<file path="src/hdl/program_interrupt_control_regs.svh">
// Functional notes
// - Opcode 25 enables the single interrupt named in type; rest ignored.
// - Opcode 25 with number 255 switches interrupt processing on globally.
// - Opcode 26 disables the single interrupt named in type; rest ignored.
// - Opcode 26 with number 255 switches all interrupt dispatch off globally.
// - Opcode 37 stores value as handler address for the interrupt in type.
// - A later vector command overwrites the stored handler address.
// - Opcode 38 ends the handler and resumes the interrupted program.
// - Return restores saved accumulator, X register, flags and PC.
`ifndef PROGRAM_INTERRUPT_CONTROL_REGS_SVH
`define PROGRAM_INTERRUPT_CONTROL_REGS_SVH
`define OPC_ENABLE_IRQ     8'h19
`define OPC_DISABLE_IRQ    8'h1a
`define OPC_SET_VECTOR     8'h25
`define OPC_RETURN_HANDLER 8'h26
`define IRQ_GLOBAL_NUMBER  8'hff
`define STATUS_OK          8'h64
`define IRQ_COUNT          32
`define IRQ_INDEX_WIDTH    5
`define PC_WIDTH           16
`endif

</file>
<file path="src/hdl/program_interrupt_control_pkg.sv">
package program_interrupt_control_pkg;
    typedef struct packed {
        logic [7:0]  opcode;
        logic [7:0]  kind;
        logic [7:0]  bank;
        logic [31:0] value;
        logic        directMode;
    } command_type;

    typedef struct packed {
        logic [31:0] accu;
        logic [31:0] xReg;
        logic [7:0]  flags;
        logic [15:0] pc;
    } context_type;

    typedef struct packed {
        logic [7:0]  status;
        logic [7:0]  opcode;
        logic [31:0] value;
    } reply_type;
endpackage

</file>
<file path="src/hdl/program_interrupt_control.sv">
`timescale 1ns/1ps
`default_nettype none
`include "program_interrupt_control_regs.svh"
module program_interrupt_control
    import program_interrupt_control_pkg::*;
(
    input  wire logic                  ref_clk,
    input  wire logic                  rst_n,
    input  wire logic                  cmdValid,
    input  wire command_type           cmd,
    input  wire logic [`IRQ_COUNT-1:0] irqPending,
    input  wire context_type           liveContext,
    input  wire logic                  engineIdle,
    output logic                       replyValid,
    output reply_type                  reply,
    output logic                       jumpValid,
    output logic [`PC_WIDTH-1:0]       jumpAddress,
    output logic                       restoreValid,
    output context_type                restoreContext,
    output logic [`IRQ_COUNT-1:0]      irqAck,
    output logic                       inHandler,
    output logic                       globalEnable,
    output logic [`IRQ_COUNT-1:0]      irqEnable
);
    // ------------------------------------------------------------
    // Dispatch state machine
    // ------------------------------------------------------------
    typedef enum logic [2:0] {
        S_IDLE  = 3'b001,
        S_FETCH = 3'b010,
        S_JUMP  = 3'b100
    } state_type;

    state_type                   state;
    context_type                 savedContext;
    logic [`IRQ_INDEX_WIDTH-1:0] vecReadIndex;
    logic [`PC_WIDTH-1:0]        vecReadData;
    logic [`IRQ_COUNT-1:0]       eligible;
    logic [`IRQ_INDEX_WIDTH-1:0] firstIndex;
    logic                        anyEligible;
    logic                        isTypeGlobal;
    logic                        isEnable;
    logic                        isDisable;
    logic                        isVector;
    logic                        isReturn;
    logic                        startDispatch;
    logic                        endHandler;
    logic                        kindInTable;
    logic                        vecWrite;

    assign isTypeGlobal = (cmd.kind == `IRQ_GLOBAL_NUMBER);
    assign isEnable  = cmdValid && cmd.opcode == `OPC_ENABLE_IRQ;
    assign isDisable = cmdValid && cmd.opcode == `OPC_DISABLE_IRQ;
    assign isVector  = cmdValid && cmd.opcode == `OPC_SET_VECTOR;
    assign isReturn  = cmdValid && cmd.opcode == `OPC_RETURN_HANDLER;

    assign eligible = globalEnable ? (irqPending & irqEnable) : '0;

    // Lowest-numbered eligible source wins: the scan runs high to low
    always_comb begin
        firstIndex  = '0;
        anyEligible = 1'b0;
        for (int i = `IRQ_COUNT - 1; i >= 0; i--) begin
            if (eligible[i]) begin
                firstIndex  = i[`IRQ_INDEX_WIDTH-1:0];
                anyEligible = 1'b1;
            end
        end
    end

    // ------------------------------------------------------------
    // Enables
    // ------------------------------------------------------------
    // Number 255 is the global switch; 0 to 31 address single sources
    always_ff @(posedge ref_clk) begin
        if (!rst_n) begin
            globalEnable <= 1'b0;
        end else if (isEnable && isTypeGlobal) begin
            globalEnable <= 1'b1;
        end else if (isDisable && isTypeGlobal) begin
            globalEnable <= 1'b0;
        end
    end

    for (genvar g = 0; g < `IRQ_COUNT; g++) begin : g_enable
        always_ff @(posedge ref_clk) begin
            if (!rst_n) begin
                irqEnable[g] <= 1'b0;
            end else if (cmd.kind == 8'(g)) begin
                if (isEnable) begin
                    irqEnable[g] <= 1'b1;
                end else if (isDisable) begin
                    irqEnable[g] <= 1'b0;
                end
            end
        end
    end

    // ------------------------------------------------------------
    // Vector table
    // ------------------------------------------------------------
    // Numbers outside the table have no slot; their vectors are dropped
    assign kindInTable = (cmd.kind[7:`IRQ_INDEX_WIDTH] == '0);
    assign vecWrite    = isVector && kindInTable;

    vector_table_mem u_vectors (
        .ref_clk     (ref_clk),
        .writeEnable (vecWrite),
        .writeIndex  (cmd.kind[`IRQ_INDEX_WIDTH-1:0]),
        .writeData   (cmd.value[`PC_WIDTH-1:0]),
        .readIndex   (vecReadIndex),
        .readData    (vecReadData)
    );

    // ------------------------------------------------------------
    // Dispatch and return
    // ------------------------------------------------------------
    // Dispatch only from idle, outside a handler and between engine
    // instructions, so a running instruction is never cut in two
    assign startDispatch = (state == S_IDLE) && !inHandler && anyEligible
        && engineIdle;
    assign endHandler = (state == S_IDLE) && isReturn && inHandler;

    always_ff @(posedge ref_clk) begin
        if (!rst_n) begin
            state <= S_IDLE;
        end else begin
            case (state)
                S_IDLE: begin
                    if (startDispatch) begin
                        state <= S_FETCH;
                    end
                end
                S_FETCH: begin
                    // The vector read is registered: one cycle to settle
                    state <= S_JUMP;
                end
                S_JUMP: begin
                    state <= S_IDLE;
                end
                default: begin
                    state <= S_IDLE;
                end
            endcase
        end
    end

    // Handler flag: set by a dispatch, cleared by a return
    always_ff @(posedge ref_clk) begin
        if (!rst_n) begin
            inHandler <= 1'b0;
        end else if (startDispatch) begin
            inHandler <= 1'b1;
        end else if (endHandler) begin
            inHandler <= 1'b0;
        end
    end

    // Context captured at dispatch for the return to hand back
    always_ff @(posedge ref_clk) begin
        if (!rst_n) begin
            savedContext <= '0;
        end else if (startDispatch) begin
            savedContext <= liveContext;
        end
    end

    always_ff @(posedge ref_clk) begin
        if (!rst_n) begin
            restoreValid   <= 1'b0;
            restoreContext <= '0;
        end else begin
            restoreValid <= endHandler;
            if (endHandler) begin
                restoreContext <= savedContext;
            end
        end
    end

    // Acknowledge the lowest-numbered eligible source and latch its slot
    always_ff @(posedge ref_clk) begin
        if (!rst_n) begin
            irqAck       <= '0;
            vecReadIndex <= '0;
        end else begin
            irqAck <= '0;
            if (startDispatch) begin
                irqAck       <= eligible & ~(eligible - 1'b1);
                vecReadIndex <= firstIndex;
            end
        end
    end

    // Jump: handler address once the table read has settled
    always_ff @(posedge ref_clk) begin
        if (!rst_n) begin
            jumpValid   <= 1'b0;
            jumpAddress <= '0;
        end else begin
            jumpValid <= (state == S_JUMP);
            if (state == S_JUMP) begin
                jumpAddress <= vecReadData;
            end
        end
    end

    // ------------------------------------------------------------
    // Direct-mode reply
    // ------------------------------------------------------------
    always_ff @(posedge ref_clk) begin
        if (!rst_n) begin
            replyValid <= 1'b0;
            reply      <= '0;
        end else begin
            replyValid <= cmd.directMode
                && (isEnable || isDisable || isVector || isReturn);
            if (cmdValid) begin
                reply.status <= `STATUS_OK;
                reply.opcode <= cmd.opcode;
                reply.value  <= '0;
            end
        end
    end
endmodule // program_interrupt_control
`default_nettype wire

</file>
<file path="src/hdl/vector_table_mem.sv">
`timescale 1ns/1ps
`default_nettype none
`include "program_interrupt_control_regs.svh"
module vector_table_mem (
    input  wire logic                        ref_clk,
    input  wire logic                        writeEnable,
    input  wire logic [`IRQ_INDEX_WIDTH-1:0] writeIndex,
    input  wire logic [`PC_WIDTH-1:0]        writeData,
    input  wire logic [`IRQ_INDEX_WIDTH-1:0] readIndex,
    output var  logic [`PC_WIDTH-1:0]        readData
);
    logic [`PC_WIDTH-1:0] entries [`IRQ_COUNT];

    always_ff @(posedge ref_clk) begin
        if (writeEnable) begin
            entries[writeIndex] <= writeData;
        end
    end

    always_ff @(posedge ref_clk) begin
        readData <= entries[readIndex];
    end
endmodule // vector_table_mem
`default_nettype wire

</file>
<file path="config.mk">
export PLATFORM = sky130hd
export DESIGN_NAME = program_interrupt_control
export DESIGN_NICKNAME = d
export VERILOG_FILES = /design/src/hdl/program_interrupt_control_pkg.sv /design/src/hdl/program_interrupt_control.sv /design/src/hdl/vector_table_mem.sv
export VERILOG_INCLUDE_DIRS = /design/src /design/src/hdl
export SDC_FILE = /design/constraint.sdc
export NUM_CORES = 1
export LEC_CHECK = 0
export ABC_AREA = 1
export BUFFER_PORTS_ARGS = -buffer_cell sky130_fd_sc_hd__buf_2
export CAP_MARGIN = 20
export CORE_MARGIN = 2
export CORE_UTILIZATION = 59
export CTS_CLUSTER_SIZE = 16
export DETAILED_ROUTE_END_ITERATION = 8
export PLACE_DENSITY = 0.81
export SKIP_LAST_GASP = 1
export SLEW_MARGIN = 0
export SYNTH_ARGS = -nofsm -noshare
export SYNTH_HDL_FRONTEND = slang
export SYNTH_HIERARCHICAL = 1
export SYNTH_SLANG_ARGS = --single-unit
</file>
<file path="constraint.sdc">
create_clock -name ref_clk -period 4.45 [get_ports ref_clk]
set_input_delay 0.2225 -clock ref_clk [delete_from_list [all_inputs] [get_ports ref_clk]]
set_output_delay 0.2225 -clock ref_clk [all_outputs]
set_load 0.02 [all_outputs]
</file>
==> results.py <==
metrics = {
    "status": {
        "status": "completed",
    },
    "synthesis": {
        "yosysUniqueCellTypes": 40,
        "syn_avg_cell_area_sq_um": 10.3,
        "synth_ff_type": "edfxtp_1",
        "netlist_instances": 3108,
        "async_flop_share_pct": 0,
        "synth_top_area_share_pct": 47.9,
        "syn_area_sq_um": 32100,
        "synthTopCellsByArea": "edfxtp_1 (48%), dfxtp_1 (18%), nand2_1 (9.6%), nand3_1 (6.6%), o21ai_0 (3.3%)",
        "synth_edf_count": 512,
        "netlist_top_cells_count": "nand2_1 (818), edfxtp_1 (512), nand3_1 (423)",
        "synthMostInstantiatedCell": "nand2_1",
        "ys_seq_area_share_pct": 66.3,
        "yosys.area.top_type": "edfxtp_1",
        "ys_ff_latch": 806,
        "synth_warnings": 6,
    },
    "timing": {
        "fin_skew_ns": 0.0237,
        "setup_tns_ns": 0,
        "hold_viol": 0,
        "period_share_pct": 77.1,
        "period_needed_ns": 3.43,
        "final-setup-viol-count": 0,
        "slew_headroom_pct": 31.8,
        "rsz0062_at_grt": "no",
        "fmax_ghz": 0.291,
        "drv_slew": 0,
        "whs_ns": 0.0411,
        "fin_ws_ns": 1.02,
        "worstMarginPinSlew_ns": 1.02,
    },
    "floorplanning": {
        "die_area_sq_um": 56200,
        "chipHeight_um": 237,
        "design.core.area_sq_um": 53800,
        "fp.dieW_um": 237,
        "initial_core_util_pct": 59.6,
        "num_rows": 85,
        "top_level_ports": 402,
    },
    "cells_and_area": {
        "final_core_util_pct": 70.0,
        "syn2layout_area_growth_pct": 17.4,
        "nets": 3712,
        "nFillCells": 3593,
        "drive_gt1_share_pct": 15.5,
    },
    "global_route": {
        "grt_usage_pct": 32.3,
        "grt_pass1_wl_mm": 139,
        "grt.overflow.total": 0,
        "grt_pass1_vias": 24500,
        "grt_max_degree": 209,
        "antenna_found_initial": 3,
    },
    "detailed_routing": {
        "route.met3.wl_mm": 10.4,
        "wire_per_inst_um": 21.7,
        "routed_wl_mm": 93.0,
        "drc": 0,
        "drt_iter0_drc": 2832,
        "routed.top_layer": "met4",
        "ant_nets": 0,
        "met1_length_mm": 33.7,
        "via_per_inst": 5.90,
        "drt_first_pass_iters": 6,
        "met2RoutedLength_mm": 43.8,
        "num_vias": 25300,
    },
    "setup_path": {
        "crit_slowest_cell": "nor2_1",
        "timing.rr.end": "savedContext[75]",
        "arrival_ns": 3.74,
        "cp_num_buf_inv": 4,
        "worstReg2RegStart": "globalEnable",
        "crit_top_cell": "nor2_1",
        "worstPathCellList": "dlygate4sd3_1 > buf_2 > nor2_1 > inv_1 > nor3_1 > nand4_1 > nand3b_1 > nor2_1 > nand3_1 > nor2_1 > buf_4",
        "path_max_fanout": 10,
        "cp-end-kind": "flip-flop",
        "cpLargestDelayFamily": "simple AND/OR/NAND/NOR gates",
        "cp-startpoint": "cmd[55]",
        "rr_worst_depth": 14,
        "r2r_setup_slack_ns": 1.38,
        "startpoint_type": "input port",
        "crit_path_max_incr_delay_ns": 0.76,
        "worst_ep_required_time_ns": 4.76,
        "crit_type": "in2reg",
    },
    "hold_path": {
        "whs_endpoint": "irqAck[25]",
        "hold_class": "in2reg",
        "hold_depth": 3,
        "hold_start": "irqPending[25]",
    },
    "cts": {
        "cts-root-buf": "clkbuf_16",
        "clock_latency_ns": 0.63,
        "path_clk_slew_ns": 0.06,
        "cts_setup_buffers": 0,
        "numClockSinks": 806,
        "numCtsBuffers": 80,
        "cts_tree": "done",
        "cts_max_level": 3,
        "clock_path_buffers": 3,
    },
    "power_and_ir_drop": {
        "leakage_nw": 15.1,
        "vdd_ir_drop_max_mv": 0.385,
        "powerDensity_nw_per_um2": 397,
    },
    "placement": {
        "place_ws_ns": 1.28,
        "port_buffers": 340,
        "hpwl_mm": 52.0,
        "place.gp.congestion": 0.933,
    },
    "job": {
        "drv_cap": 0,
    },
}
[how the worst max path moves through the flow]
| stage | slack [ns] | to | depth (start not counted) |
|---|---|---|---|
| floorplan | 2.13 | u_vectors/entries[11][0] | 8 |
| global placement | 1.37 | u_vectors/entries[7][2] | 10 |
| detailed placement | 1.28 | u_vectors/entries[7][2] | 10 |
| CTS | 1.38 | u_vectors/entries[7][10] | 11 |
| global route | 1.09 | u_vectors/entries[7][10] | 11 |
| finish | 1.02 | u_vectors/entries[7][10] | 11 |
[repair_timing]
| action | in CTS | in global routing |
|---|---|---|
| hold endpoints to repair | 130 | 0 |
| resized for setup | 0 | 0 |
| hold buffers | 135 | 0 |
[cell families after synthesis]
kind of cell	after synthesis	synth area share, %
buffers and inverters	379	6.47
AND/OR/NAND/NOR	1481	20.0
other	1	0.0117
flip-flops	806	66.3
AO/OA/AOI/OAI	441	7.25
[where the power goes]
part | internal [mW] | total [mW] | switching (mW)
sequential | 7.94 | 7.94 | 0.00560
clock | 3.76 | 6.59 | 2.83
combinational | 0.151 | 0.411 | 0.260
[metrics by stage]
stage          instances  cell area [sq um]  power, mW
6_report            4287              37700       15.0
5_1_grt             4286              37700       15.3
4_1_cts             4285              37600       15.0
2_1_floorplan       3144              32200       8.24
3_5_place_dp        4010              33800       8.39
3_3_place_gp        4010              33800       8.38
[layer usage]
| metal | up-vias | GRT usage [%] |
|---|---|---|
| met1 | 11900 | 40.8 |
| met3 | 316 | 7.49 |
| met5 | - | 0 |
| met4 | 0 | 17.2 |
| met2 | 1734 | 52.1 |
| li1 | 11400 | - |
[area by class of cell]
type | count | area, sq um | area share (%)
clock inverter | 42 | 413 | 1.10
antenna | 2 | 5.00 | 0.0133
sequential | 806 | 21300 | 56.5
multi-input combinational | 1959 | 8880 | 23.6
timing repair buffer | 531 | 3530 | 9.37
inverter | 153 | 587 | 1.56
tap | 696 | 871 | 2.31
clock buffer | 98 | 2100 | 5.58
[placed cells by master (no fill, tap or decap), types with 18 or more instances in the layout]
cell type / count
a21oi_1: 197
buf_2: 339
buf_4: 52
clkbuf_16: 80
conb_1: 37
dfxtp_1: 290
dlygate4sd3_1: 135
edfxtp_1: 512
inv_1: 141
nand2_1: 818
nand3_1: 423
nor2_1: 159
nor3_1: 21
o211a_1: 18
o21ai_0: 214
[worst min-delay path, delay by kind of cell]
family                 cells  cell delay [ns]
buffers and inverters      1             0.11
AND/OR/NAND/NOR            2             0.28
[sequential cells by signal, indices dropped and copies added, names as in the netlist, 3 cells and up]
name	cells
u_vectors/entries	512
restoreContext	88
savedContext	88
irqAck	32
irqEnable	32
jumpAddress	16
u_vectors/readData	16
reply	9
vecReadIndex	5
state	3
Power figures use the tool's default switching activity.
